[src/include/col_pkg.sv]
package col_pkg;
    // Register addresses on the plain register port
    localparam logic [1:0] ADDR_MIRROR = 2'h0;
    localparam logic [1:0] ADDR_LATCH = 2'h1;

    // Mirror and gate control register fields
    localparam int MIR_C1_BIT = 7;
    localparam int MIR_C2_BIT = 6;
    localparam int GATE_SRC_BIT = 1;
    localparam int SYNC_EN_BIT = 0;

    // Latch and routing control register fields
    localparam int ROUTE_HI = 7;
    localparam int ROUTE_LO = 6;
    localparam int SPARE_HI = 5;
    localparam int SPARE_LO = 4;
    localparam int PSET_BIT = 3;
    localparam int PRST_BIT = 2;

    // Values after reset
    localparam logic GATE_SRC_RST = 1'h1;
    localparam logic SYNC_EN_RST = 1'h0;
    localparam logic [1:0] SPARE_RST = 2'h0;
    localparam logic [7:0] RDATA_RST = 8'h00;

    // Output routing codes
    typedef enum logic [1:0] {
        COL_ROUTE_CMP_CMP = 2'h0,
        COL_ROUTE_C1_Q = 2'h1,
        COL_ROUTE_C2_Q = 2'h2,
        COL_ROUTE_Q_NQ = 2'h3
    } col_route_t;

    localparam col_route_t ROUTE_RST = COL_ROUTE_CMP_CMP;
endpackage

[src/rtl/col_comparator_output_latch_mux.sv]
// Decided for this implementation: strobed register access and the register addresses.
`timescale 1ns/1ps

// How it works
// - Mirror bits 7,6 show comparator results
// - Mirror read disturbs no mismatch state
// - Mirror bits 5..2 read zero
// - Gate source bit resets 1, picks pin
// - Sync bit resets 0, else passthrough
// - Latch inputs active high, sampled on clk
// - Set is comparator 1 OR set pulse
// - Reset is comparator 2 OR reset pulse
// - Reset wins when both are high
// - Pulse bits clear themselves after one pulse
// - Route field picks four output pairings
// - Routing defaults to both comparators
// - Routing ignores comparator enable states
// - Latch register access types and resets
// - Sync samples on timer clock fall
module col_comparator_output_latch_mux
    import col_pkg::*;
(
    input wire logic clk,
    input wire logic rst,
    input wire logic ce,
    input wire logic [1:0] regAddr,
    input wire logic [7:0] regWdata,
    input wire logic regWr,
    input wire logic regRd,
    output logic [7:0] regRdata,
    input wire logic cmp1Result,
    input wire logic cmp2Result,
    input wire logic timerClk,
    input wire logic timerGatePin,
    output logic timerGate,
    output logic portOut1,
    output logic portOut2,
    output logic latchQ
);

    // Routing of comparators and latch to the two port outputs
    function automatic logic [1:0] routePair(
        input logic [1:0] sel,
        input logic c1,
        input logic c2,
        input logic q
    );
        logic [1:0] r;
        r = {c1, c2};
        case (sel)
            COL_ROUTE_CMP_CMP: r = {c1, c2};
            COL_ROUTE_C1_Q: r = {c1, q};
            COL_ROUTE_C2_Q: r = {c2, q};
            COL_ROUTE_Q_NQ: r = {q, ~q};
            default: r = {c1, c2};
        endcase
        return r;
    endfunction

    logic gateSrc_q;
    logic syncEn_q;
    logic [1:0] route_q;
    logic [1:0] spare_q;
    logic setPulse_q;
    logic rstPulse_q;
    logic latchQ_q;
    logic latchQ_d;
    logic tclkPrev_q;
    logic syncCap_q;
    logic timerGate_q;
    logic portOut1_q;
    logic portOut2_q;
    logic [7:0] regRdata_q;

    wire wrMirror = ce && regWr && (regAddr == ADDR_MIRROR);
    wire wrLatch = ce && regWr && (regAddr == ADDR_LATCH);
    wire rdAny = ce && regRd;

    // Read views; the mirror read has no side effect at all
    wire [7:0] mirrorView = {cmp1Result, cmp2Result, 4'h0,
                             gateSrc_q, syncEn_q};
    wire [7:0] latchView = {route_q, spare_q, setPulse_q,
                            rstPulse_q, 2'h0};
    wire [7:0] readMux = (regAddr == ADDR_MIRROR) ? mirrorView :
                         (regAddr == ADDR_LATCH) ? latchView : 8'h00;

    // Latch inputs, reset dominant; no comparator enable involved
    wire latchSet = cmp1Result | setPulse_q;
    wire latchRst = cmp2Result | rstPulse_q;
    assign latchQ_d = latchRst ? 1'b0 :
                      latchSet ? 1'b1 : latchQ_q;

    // Comparator 2 captured on the timer clock falling edge
    wire tclkFall = tclkPrev_q & ~timerClk;
    wire syncedCmp2Result = syncEn_q ? syncCap_q : cmp2Result;
    wire gateNext = gateSrc_q ? timerGatePin : syncedCmp2Result;

    wire [1:0] routed = routePair(route_q, cmp1Result, cmp2Result,
                                  latchQ_q);

    // Mirror and gate control register
    always_ff @(posedge clk or posedge rst) begin
        if (rst) begin
            gateSrc_q <= GATE_SRC_RST;
            syncEn_q <= SYNC_EN_RST;
        end else if (wrMirror) begin
            gateSrc_q <= regWdata[GATE_SRC_BIT];
            syncEn_q <= regWdata[SYNC_EN_BIT];
        end
    end

    // Latch and routing control register
    always_ff @(posedge clk or posedge rst) begin
        if (rst) begin
            route_q <= ROUTE_RST;
            spare_q <= SPARE_RST;
        end else if (wrLatch) begin
            route_q <= regWdata[ROUTE_HI:ROUTE_LO];
            spare_q <= regWdata[SPARE_HI:SPARE_LO];
        end
    end

    // Self-clearing pulse bits; writing 0 has no effect
    always_ff @(posedge clk or posedge rst) begin
        if (rst) begin
            setPulse_q <= 1'b0;
            rstPulse_q <= 1'b0;
        end else if (ce) begin
            setPulse_q <= wrLatch && regWdata[PSET_BIT];
            rstPulse_q <= wrLatch && regWdata[PRST_BIT];
        end
    end

    // Latch state
    always_ff @(posedge clk or posedge rst) begin
        if (rst) begin
            latchQ_q <= 1'b0;
        end else if (ce) begin
            latchQ_q <= latchQ_d;
        end
    end

    // Timer clock edge tracking and comparator 2 capture
    always_ff @(posedge clk or posedge rst) begin
        if (rst) begin
            tclkPrev_q <= 1'b0;
            syncCap_q <= 1'b0;
        end else if (ce) begin
            tclkPrev_q <= timerClk;
            if (tclkFall) begin
                syncCap_q <= cmp2Result;
            end
        end
    end

    // Registered outputs
    always_ff @(posedge clk or posedge rst) begin
        if (rst) begin
            timerGate_q <= GATE_SRC_RST;
            portOut1_q <= 1'b0;
            portOut2_q <= 1'b0;
        end else if (ce) begin
            timerGate_q <= gateNext;
            portOut1_q <= routed[1];
            portOut2_q <= routed[0];
        end
    end

    // Read data, valid the cycle after the read strobe
    always_ff @(posedge clk or posedge rst) begin
        if (rst) begin
            regRdata_q <= RDATA_RST;
        end else if (rdAny) begin
            regRdata_q <= readMux;
        end else if (ce) begin
            regRdata_q <= RDATA_RST;
        end
    end

    assign regRdata = regRdata_q;
    assign timerGate = timerGate_q;
    assign portOut1 = portOut1_q;
    assign portOut2 = portOut2_q;
    assign latchQ = latchQ_q;

    // Checks
    property p_mirror_bits;
        @(posedge clk) disable iff (rst)
        rdAny && regAddr == ADDR_MIRROR |=>
            regRdata_q[MIR_C1_BIT] == $past(cmp1Result) &&
            regRdata_q[MIR_C2_BIT] == $past(cmp2Result);
    endproperty
    a_mirror_bits: assert property (p_mirror_bits)
        else $error("mirror bits differ from comparator results");

    property p_mirror_zero;
        @(posedge clk) disable iff (rst)
        rdAny && regAddr == ADDR_MIRROR |=> regRdata_q[5:2] == 4'h0;
    endproperty
    a_mirror_zero: assert property (p_mirror_zero)
        else $error("unimplemented mirror bits not zero");

    property p_mirror_quiet;
        @(posedge clk) disable iff (rst)
        rdAny && !regWr |=> $stable(gateSrc_q) && $stable(route_q);
    endproperty
    a_mirror_quiet: assert property (p_mirror_quiet)
        else $error("read changed control state");

    property p_gate_pin;
        @(posedge clk) disable iff (rst)
        !rst && ce && gateSrc_q |=> timerGate_q == $past(timerGatePin);
    endproperty
    a_gate_pin: assert property (p_gate_pin)
        else $error("gate not taken from gate pin");

    property p_gate_async;
        @(posedge clk) disable iff (rst)
        ce && !gateSrc_q && !syncEn_q |=> timerGate_q == $past(cmp2Result);
    endproperty
    a_gate_async: assert property (p_gate_async)
        else $error("unsynced gate not comparator 2");

    property p_gate_sync;
        @(posedge clk) disable iff (rst)
        ce && !gateSrc_q && syncEn_q && $past(ce) && !wrMirror &&
            !tclkFall ##1 ce |=> timerGate_q == $past(syncCap_q, 2);
    endproperty
    a_gate_sync: assert property (p_gate_sync)
        else $error("synced gate changed off the falling edge");

    property p_latch_set;
        @(posedge clk) disable iff (rst)
        ce && latchSet && !latchRst |=> latchQ_q;
    endproperty
    a_latch_set: assert property (p_latch_set)
        else $error("latch did not set");

    property p_latch_rst;
        @(posedge clk) disable iff (rst)
        ce && (cmp2Result || rstPulse_q) |=> !latchQ_q;
    endproperty
    a_latch_rst: assert property (p_latch_rst)
        else $error("latch not reset dominant");

    property p_pulse_once;
        @(posedge clk) disable iff (rst)
        wrLatch && regWdata[PSET_BIT] ##1 ce && !wrLatch |=>
            setPulse_q == 1'b0 ##0 $past(setPulse_q);
    endproperty
    a_pulse_once: assert property (p_pulse_once)
        else $error("set pulse did not self clear");

    property p_route_qnq;
        @(posedge clk) disable iff (rst)
        ce && route_q == COL_ROUTE_Q_NQ |=>
            portOut1_q == $past(latchQ_q) && portOut2_q == !$past(latchQ_q);
    endproperty
    a_route_qnq: assert property (p_route_qnq)
        else $error("latch pair routing wrong");

    property p_latch_low;
        @(posedge clk) disable iff (rst)
        rdAny && regAddr == ADDR_LATCH |=> regRdata_q[1:0] == 2'h0;
    endproperty
    a_latch_low: assert property (p_latch_low)
        else $error("unimplemented latch bits not zero");

    property p_reset_defaults;
        @(posedge clk)
        $fell(rst) |-> route_q == ROUTE_RST && spare_q == SPARE_RST &&
            gateSrc_q == GATE_SRC_RST && syncEn_q == SYNC_EN_RST;
    endproperty
    a_reset_defaults: assert property (p_reset_defaults)
        else $error("control defaults wrong after reset");

    property p_rst_pulse_once;
        @(posedge clk) disable iff (rst)
        wrLatch && regWdata[PRST_BIT] ##1 ce && !wrLatch |=>
            rstPulse_q == 1'b0 ##0 $past(rstPulse_q);
    endproperty
    a_rst_pulse_once: assert property (p_rst_pulse_once)
        else $error("reset pulse did not self clear");

    property p_latch_hold;
        @(posedge clk) disable iff (rst)
        ce && !latchSet && !latchRst |=> $stable(latchQ_q);
    endproperty
    a_latch_hold: assert property (p_latch_hold)
        else $error("latch changed with both inputs low");

    property p_route_c1q;
        @(posedge clk) disable iff (rst)
        ce && route_q == COL_ROUTE_C1_Q |=>
            portOut1_q == $past(cmp1Result) &&
            portOut2_q == $past(latchQ_q);
    endproperty
    a_route_c1q: assert property (p_route_c1q)
        else $error("comparator 1 and latch routing wrong");

    c_pulse_set: cover property (@(posedge clk) disable iff (rst)
        wrLatch && regWdata[PSET_BIT] ##2 latchQ_q);
    c_both_high: cover property (@(posedge clk) disable iff (rst)
        ce && latchSet && latchRst);
    c_sync_gate: cover property (@(posedge clk) disable iff (rst)
        ce && !gateSrc_q && syncEn_q && tclkFall);
    c_route_c2q: cover property (@(posedge clk) disable iff (rst)
        ce && route_q == COL_ROUTE_C2_Q);

endmodule

[config.mk]
export PLATFORM = sky130hd
export DESIGN_NAME = col_comparator_output_latch_mux
export DESIGN_NICKNAME = d
export VERILOG_FILES = /design/src/include/col_pkg.sv /design/src/rtl/col_comparator_output_latch_mux.sv
export SDC_FILE = /design/constraint.sdc
export NUM_CORES = 1
export LEC_CHECK = 0
export BUFFER_PORTS_ARGS = -buffer_cell sky130_fd_sc_hd__buf_2
export CORE_MARGIN = 10
export CORE_UTILIZATION = 30
export CTS_CLUSTER_SIZE = 8
export DETAILED_ROUTE_END_ITERATION = 16
export GPL_ROUTABILITY_DRIVEN = 0
export GPL_TIMING_DRIVEN = 0
export PLACE_DENSITY = 0.53
export SYNTH_ARGS = -nofsm -noshare
export SYNTH_HDL_FRONTEND = slang
export SYNTH_SLANG_ARGS = --single-unit
export TNS_END_PERCENT = 1
[constraint.sdc]
create_clock -name clk -period 1.6 [get_ports clk]
set_clock_uncertainty 0.2 [all_clocks]
set_input_delay 0.4 -clock clk [delete_from_list [all_inputs] [get_ports clk]]
set_output_delay 0.4 -clock clk [all_outputs]
set_load 0.02 [all_outputs]
==> results of run 1 <==
==> layout make-up <==
cell class                 instances  area, um^2  share of cell area (%)
inverter                           5        18.8                    1.52
timing repair buffer              29         151                    12.2
sequential                        22         554                    44.8
multi-input combinational         48         404                    32.7
buffer                             3        27.5                    2.22
tap                               44        55.1                    4.45
clock buffer                       4        26.3                    2.12
==> worst max-delay path by stage <==
stage / startpoint / endpoint / slack [ns] / cells past startpoint
global placement: ce / syncCap_q / 0.11 / 5
finish: timerGate / timerGate / 0.04 / 1
detailed placement: ce / syncCap_q / 0.10 / 5
global route: timerGate / timerGate / -0.0002 / 1
floorplan: regAddr[0] / syncEn_q / 0.17 / 3
CTS: timerGate / timerGate / 0.009 / 1
==> cells in the final DEF, fill, tap and decap left out, types with 2 or more instances in the layout <==
cell / n
o2bb2ai_1: 9
inv_1: 5
buf_2: 29
clkbuf_4: 3
mux2i_1: 3
a21oi_1: 2
dfstp_2: 2
nor2_2: 2
nand2_1: 5
mux2_2: 5
nor2_1: 2
a22o_1: 3
o21ai_0: 4
dfrtp_1: 19
buf_6: 3
==> cell families (layout without fill, tap and decap cells) <==
family / after synthesis / after routing / synth area share, %
XOR/XNOR: 1 / 1 / 0.873
flip-flops: 22 / 22 / 55.1
multiplexers: 10 / 10 / 11.2
buffers and inverters: 8 / 41 / 4.61
AO/OA/AOI/OAI: 21 / 21 / 15.7
AND/OR/NAND/NOR: 16 / 16 / 12.5
==> power groups by stage <==
| stage | sequential (uW) | combinational (uW) | clock, uW |
|---|---|---|---|
| 6_report | 696 | 265 | 254 |
| 5_1_grt | 708 | 295 | 296 |
| 4_1_cts | 695 | 267 | 267 |
| 3_5_place_dp | 706 | 263 | 0 |
| 3_3_place_gp | 702 | 257 | 0 |
| 2_1_floorplan | 729 | 140 | 0 |
==> timing repair <==
action	CTS	global route
buffers inserted	0	0
resized for setup	1	2
endpoints found under the setup margin	1	2
==> routing by layer <==
| metal | vias up | part of all wire (%) | track usage, % |
|---|---|---|---|
| li1 | 346 | - | - |
| met1 | 359 | 48 | 9.94 |
| met2 | 22 | 44 | 11.5 |
| met3 | 2 | 7.5 | 3.23 |
| met4 | 0 | 0.52 | 2.74 |
| met5 | - | 0 | 0 |
==> stage by stage <==
| step | setup slack, ns | setup TNS, ns | utilization [%] | cells |
|---|---|---|---|---|
| after floorplan | 0.171 | 0 | - | 78 |
| after global placement | 0.111 | 0 | 38.5 | 151 |
| after detailed placement | 0.102 | 0 | 38.5 | 151 |
| after CTS | 0.00867 | 0 | 39.4 | 155 |
| after global routing | -0.000239 | -0.000239 | 39.6 | 155 |
| final | 0.0358 | 0 | 39.6 | 155 |
==> metrics.cfg, run 1 <==
[timing]
slew-limit-headroom_pct=44.8
period_minus_slack_ns=1.56
grt_setup_unrepaired=yes
finalCritPeriodShare_pct=97.8
slew_violations=0
max_slew.worst_pin.slew_ns=0.828
max_freq_mhz=639
hold_viol=0
holdWs_ns=0.0429
finalSetupViolCount=0

[worst_setup_path]
r2r_setup_slack_ns=0.38
max_stage_delay_ns=0.56
worst_r2r_path_depth=3
critPathRequiredTime_ns=1.00
path_class=reg -> out
cp_max_fo=2
slowest_stage=dfstp_2
end_kind=output port
worstPathArrival_ns=0.96
critPathLaunchType=flop
cp_top_family=flip-flops
r2r-start=route_q[0]
r2r_end=portOut2
crit_chain=buf_6
path_buf_inv=1

[outcome]
run_status=completed

[synth]
yosys_register_bits=22
synth_nets=97
ys_seq_area_share_pct=55.1
ys_top_cells_by_count=dfrtp_1, o2bb2ai_1, inv_1, mux2_2, nand2_1
synth_most_common_cell=dfrtp_1
synth_largest_area_cell=dfrtp_1
yosysWarnings=0
syn_inst=78
synthDistinctLibCells=27
synth_top_cells_by_area=dfrtp_1, o2bb2ai_1, mux2_2
synthArstFlopShare_pct=100
netlist_area_um2=1000
synth_top_area_share_pct=49.9
synth_area_per_cell_um2=12.9
synth_edf_count=0
synthFlopType=dfrtp_1

[clock_network]
htreeDepth=1
cts_tree=yes
cts_buffers=3
clkLatencyLatePin_ns=0.30
hold_buffers=0
cts-root-buf=clkbuf_4
cts_sinks=22
clockBufferDepth=2
path_clk_slew_ns=0.12

[hold_path]
worstHoldPathType=in -> async

[power_and_ir_drop]
p_switching_uw=349
clock_power_share_pct=20.9
sequentialPowerShare_pct=57.3
power_uw=1210
power.density_nw_per_um2=982
internal_power_uw=866
power_frac_comb_pct=21.8
ir_worst_vdd_uv=351
power_leakage_uw=0.000614
p_sw_share_pct=28.7

[route]
wl_per_cell_um=14.9
vias=729
drt-initial-drc-count=32
drt_pass1_iterations=4
drc=0
ant_nets=0
drt-vias-per-instance=4.70
wirelength_mm=2.30

[placement]
port_buffers=29
dpl-instance-area_um2=1200
dp_hpwl_mm=1.81

[global_route]
grt_pass1_wl_mm=3.88
grt_max_degree=23
grt_pass1_vias=829
antenna_found_initial=0
overflow=0
gr-usage-all-layers_pct=7.80

[layout]
finalNetCount=131
largest_reg_flops=8
num-fill-cells=330
drive_gt1_share_pct=45.0
syn2layout_area_growth_pct=23.3
stdcell_area_um2=1240
num_antenna_cells=0

[die]
start_util_pct=32.1
dieArea_um2=6060
core_area_um2=3130
rows=20
die_h_um=77.8
die_width_um=77.8
pin_count=31

[run]
drv_cap=0

Power figures use the tool's default switching activity.
==> inputs of run 2 (changes only) <==
--- a/config.mk
+++ b/config.mk
@@ -5,7 +5,7 @@
 export SDC_FILE = /design/constraint.sdc
 export NUM_CORES = 1
 export LEC_CHECK = 0
-export BUFFER_PORTS_ARGS = -buffer_cell sky130_fd_sc_hd__buf_2
+export BUFFER_PORTS_ARGS = -buffer_cell sky130_fd_sc_hd__clkbuf_2
 export CORE_MARGIN = 10
 export CORE_UTILIZATION = 30
 export CTS_CLUSTER_SIZE = 8
==> metrics.cfg, run 2 (same netlist as run 1, synthesis figures left out) <==
[worst_setup_path]
cp.depth=1  ; unchanged
critPathLaunchType=flop
cp_max_fo=2  ; unchanged
cp_top_family=flip-flops
worstPathArrival_ns=0.98  ; +0.02 ns
setup.worst_path.start=timerGate
crit_chain=buf_8
worst_r2r_path_depth=3  ; unchanged
r2r_end=portOut1
cp-endpoint=timerGate
path_class=reg -> out
r2r-start=route_q[0]
r2r_setup_slack_ns=0.36  ; -0.02 ns
path_buf_inv=1  ; unchanged
max_stage_delay_ns=0.57  ; about the same
end_kind=output port
slowest_stage=dfstp_2
critPathRequiredTime_ns=1.00  ; about the same

[die]
core_area_um2=3130  ; unchanged
dieArea_um2=6060  ; unchanged
start_util_pct=32.1  ; unchanged
die_width_um=77.8  ; unchanged
pin_count=31  ; unchanged
die_h_um=77.8  ; unchanged
rows=20  ; unchanged

[power_and_ir_drop]
power_leakage_uw=0.000613  ; about the same
power_uw=1220  ; +0.56%
ir_worst_vdd_uv=359  ; +2.1%
power.density_nw_per_um2=985  ; +0.36%

[global_route]
overflow=0  ; unchanged
grt_pass1_wl_mm=3.88  ; -0.18%
gr-usage-all-layers_pct=7.84  ; +0.044 points
grt_max_degree=23  ; unchanged
antenna_found_initial=0  ; unchanged
grt_pass1_vias=794  ; -4.2%

[layout]
syn2layout_area_growth_pct=23.6
fin_util_pct=39.6  ; +0.080 points
final_common_cell=clkbuf_2
mostFrequentLayoutCells=clkbuf_2, dfrtp_1, o2bb2ai_1
num_antenna_cells=0  ; unchanged
finalNetCount=131  ; unchanged
largest_reg_flops=8  ; unchanged
drive_gt1_share_pct=44.1  ; -0.90 points
num-fill-cells=332  ; +0.61%
fin_cells=155  ; unchanged

[outcome]
run_status=completed

[timing]
max_freq_mhz=634  ; -0.76%
grt_setup_unrepaired=yes
slew_violations=0  ; unchanged
setup_tns_ns=0  ; unchanged
finalCritPeriodShare_pct=98.5  ; +0.75 points
max_slew.worst_pin.slew_ns=0.840  ; +0.0126 ns
hold_viol=0  ; unchanged
period_minus_slack_ns=1.58  ; +0.0120 ns
holdWs_ns=0.0287  ; -0.0142 ns
finalSetupViolCount=0  ; unchanged
slew-limit-headroom_pct=43.9  ; -0.84 points

[route]
drt_pass1_iterations=4  ; unchanged
vias=715  ; -1.9%
ant_nets=0  ; unchanged
wirelength_mm=2.32  ; +0.87%
drc=0  ; unchanged
wl_per_cell_um=15.0  ; +0.87%
drt-vias-per-instance=4.61  ; -1.9%
drt-initial-drc-count=28  ; -13%

[clock_network]
cts_setup_buffers=0  ; unchanged
path_clk_slew_ns=0.11  ; about the same
clockBufferDepth=2  ; unchanged
cts-root-buf=clkbuf_4
htreeDepth=1  ; unchanged
cts_sinks=22  ; unchanged
cts_tree=yes
clkLatencyLatePin_ns=0.30  ; about the same
cts_buffers=3  ; unchanged

[hold_path]
worstHoldPathType=in -> async

[run]
drv_cap=0  ; unchanged

[placement]
port_buffers=29  ; unchanged
dp_hpwl_mm=1.79  ; -0.98%
dp.cells=151  ; unchanged

## run 2: cell types whose count changed in the layout (fill, tap and decap cells not counted)
cell      before  now
clkbuf_2       0   27
buf_8          0    1
dfrtp_2        1    0
buf_6          3    2
dfrtp_1       19   20
buf_2         29    2
## run 2: how the worst min path moves through the flow
stage | from | endpoint | slack [ns]
after global placement | timerGate | timerGate | 0.27
after CTS | rst | regRdata[5] | 0.05
after global routing | regWdata[1] | gateSrc_q | 0.07
final | rst | regRdata[3] | 0.03
after detailed placement | regRdata[5] | regRdata[5] | 0.27
after floorplan | rst | latchQ | 0.19
## run 2: cell type report
class | instances | area [um^2] | share of cell area (%)
plain buffers | 3 | 27.5 | 2.22
inverters | 5 | 18.8 | 1.51
clock buffers | 4 | 26.3 | 2.12
well taps | 44 | 55.1 | 4.44
multi-input cells | 48 | 404 | 32.6
repair buffers | 29 | 155 | 12.5
flip-flops and latches | 22 | 553 | 44.6
## run 2: through the flow
stage               setup WS, ns  cell area, um^2
CTS                     -0.00647             1240
global route             -0.0119             1240
floorplan                  0.171             1000
global placement           0.101             1200
finish                    0.0238             1240
detailed placement         0.105             1200
## run 2: power breakdown
part,switching [uW],total (uW),internal [uW]
logic,133,268,135
clock network,160,257,97.1
registers,59.5,696,637
## run 2: metal layers
layer	GRT usage, %	share of wire, %
met1	10.5	49
met2	10.7	42
met3	3.92	8.9
met4	2.19	0.39
met5	0	0
## run 2: repair_timing
item,in CTS,in global routing
endpoints found under the setup margin,1,2
hold buffers,0,0
resized for setup,2,2
pin swaps,0,0
==> inputs of run 3 (changes only) <==
--- a/config.mk
+++ b/config.mk
@@ -6,7 +6,7 @@
 export NUM_CORES = 1
 export LEC_CHECK = 0
 export BUFFER_PORTS_ARGS = -buffer_cell sky130_fd_sc_hd__clkbuf_2
-export CORE_MARGIN = 10
+export CORE_MARGIN = 2
 export CORE_UTILIZATION = 30
 export CTS_CLUSTER_SIZE = 8
 export DETAILED_ROUTE_END_ITERATION = 16
==> metrics.cfg, run 3 (same netlist as run 1, synthesis figures left out) <==
[outcome]
run_status=completed

[power_and_ir_drop]
power.density_nw_per_um2=982  ; -0.30%
internal_power_uw=860  ; -1.0%
clock_power_share_pct=20.8  ; -0.3 points
ir_worst_vdd_uv=451  ; +26%
power_leakage_uw=0.000612  ; -0.19%
power_frac_comb_pct=21.9  ; about the same
sequentialPowerShare_pct=57.3  ; +0.3 points
p_switching_uw=354  ; +0.49%
power_uw=1210  ; -0.60%
p_sw_share_pct=29.2  ; +0.32 points

[timing]
slew-limit-headroom_pct=44.0  ; +0.095 points
finalCritPeriodShare_pct=98.1  ; -0.39 points
slew_violations=0  ; unchanged
hold_viol=0  ; unchanged
setup_tns_ns=0  ; unchanged
finalSetupViolCount=0  ; unchanged
max_freq_mhz=637  ; +0.40%
grt_setup_unrepaired=yes
max_slew.worst_pin.slew_ns=0.839  ; -0.00143 ns
period_minus_slack_ns=1.57  ; -0.00624 ns
layout_setup_ws_ns=0.0300  ; +0.00624 ns
holdWs_ns=0.0159  ; -0.0129 ns

[die]
rows=20  ; unchanged
die_width_um=61.8  ; -21%
core_area_um2=3130  ; unchanged
pin_count=31  ; unchanged
start_util_pct=32.1  ; unchanged
die_h_um=61.8  ; -21%
dieArea_um2=3820  ; -37%

[worst_setup_path]
max_stage_delay_ns=0.56  ; about the same
critPathLaunchType=flop
worst_r2r_path_depth=3  ; unchanged
end_kind=output port
crit_chain=buf_8
path_class=reg -> out
cp.depth=1  ; unchanged
r2r_end=portOut1
cp_max_fo=2  ; unchanged
path_buf_inv=1  ; unchanged
critPathRequiredTime_ns=1.00  ; about the same
r2r-start=route_q[0]
cp_top_family=flip-flops
slowest_stage=dfstp_2
worstPathArrival_ns=0.97  ; about the same
r2r_setup_slack_ns=0.35  ; about the same

[run]
drv_cap=0  ; unchanged

[global_route]
grt_pass1_vias=726  ; -8.6%
overflow=0  ; unchanged
antenna_found_initial=0  ; unchanged
grt_pass1_wl_mm=3.42  ; -12%
gr-usage-all-layers_pct=12.3  ; +4.4 points
grt_max_degree=23  ; unchanged

[placement]
place_ws_ns=0.0962  ; -0.00886 ns
port_buffers=29  ; unchanged
dp_hpwl_mm=1.55  ; -14%

[route]
ant_nets=0  ; unchanged
vias=718  ; +0.42%
drc=0  ; unchanged
wirelength_mm=2.06  ; -11%
wl_per_cell_um=13.4  ; -11%
drt_pass1_iterations=4  ; unchanged
drt-vias-per-instance=4.66  ; +1.1%
drt-initial-drc-count=10  ; -64%

[clock_network]
htreeDepth=1  ; unchanged
cts_tree=yes
clockBufferDepth=2  ; unchanged
cts_resized=2  ; unchanged
hold_buffers=0  ; unchanged
path_clk_slew_ns=0.13  ; +0.02 ns
cts_sinks=22  ; unchanged
cts_setup_buffers=0  ; unchanged
cts_buffers=3  ; unchanged
clkLatencyLatePin_ns=0.31  ; about the same
cts-root-buf=clkbuf_4

[layout]
finalNetCount=131  ; unchanged
drive_gt1_share_pct=44.5  ; +0.40 points
num_antenna_cells=0  ; unchanged
final_common_cell=clkbuf_2
num-fill-cells=322  ; -3.0%
syn2layout_area_growth_pct=23.2
mostFrequentLayoutCells=clkbuf_2, dfrtp_1, o2bb2ai_1
largest_reg_flops=8  ; unchanged

[hold_path]
worstHoldPathType=in -> async

==> run 3: area by class of cell <==
| class | count | area, um^2 | share of cell area, % |
|---|---|---|---|
| clock buffers | 3 | 22.5 | 1.82 |
| multi-input cells | 48 | 404 | 32.7 |
| inverters | 5 | 18.8 | 1.52 |
| flip-flops and latches | 22 | 553 | 44.7 |
| repair buffers | 29 | 155 | 12.6 |
| well taps | 44 | 55.1 | 4.45 |
| plain buffers | 3 | 27.5 | 2.23 |
==> run 3: how the worst max path moves through the flow <==
stage | startpoint | endpoint
finish | timerGate | timerGate
CTS | timerGate | timerGate
detailed placement | ce | syncCap_q
floorplan | regAddr[0] | syncEn_q
global route | timerGate | timerGate
global placement | ce | syncCap_q
==> run 3: routing by layer <==
| metal | global-route usage [%] | up-vias | routed length [um] |
|---|---|---|---|
| li1 | - | 342 | - |
| met2 | 19.5 | 24 | 888 |
| met3 | 4.76 | 2 | 134 |
| met5 | 0 | - | 0 |
| met1 | 16.3 | 350 | 1020 |
| met4 | 1.82 | 0 | 14 |
==> run 3: through the flow <==
stage / cells / utilization [%] / cell area (um^2)
4_1_cts: 154 / 39.5 / 1230
6_report: 154 / 39.5 / 1240
5_1_grt: 154 / 39.5 / 1240
3_5_place_dp: 151 / 38.5 / 1200
3_3_place_gp: 151 / 38.5 / 1200
2_1_floorplan: 78 / - / 1000
==> run 3: power groups by stage <==
stage | combinational [uW] | sequential (uW) | clock (uW)
6_report | 266 | 696 | 253
5_1_grt | 297 | 710 | 291
4_1_cts | 267 | 695 | 260
3_5_place_dp | 258 | 706 | 0
2_1_floorplan | 140 | 729 | 0
3_3_place_gp | 252 | 703 | 0
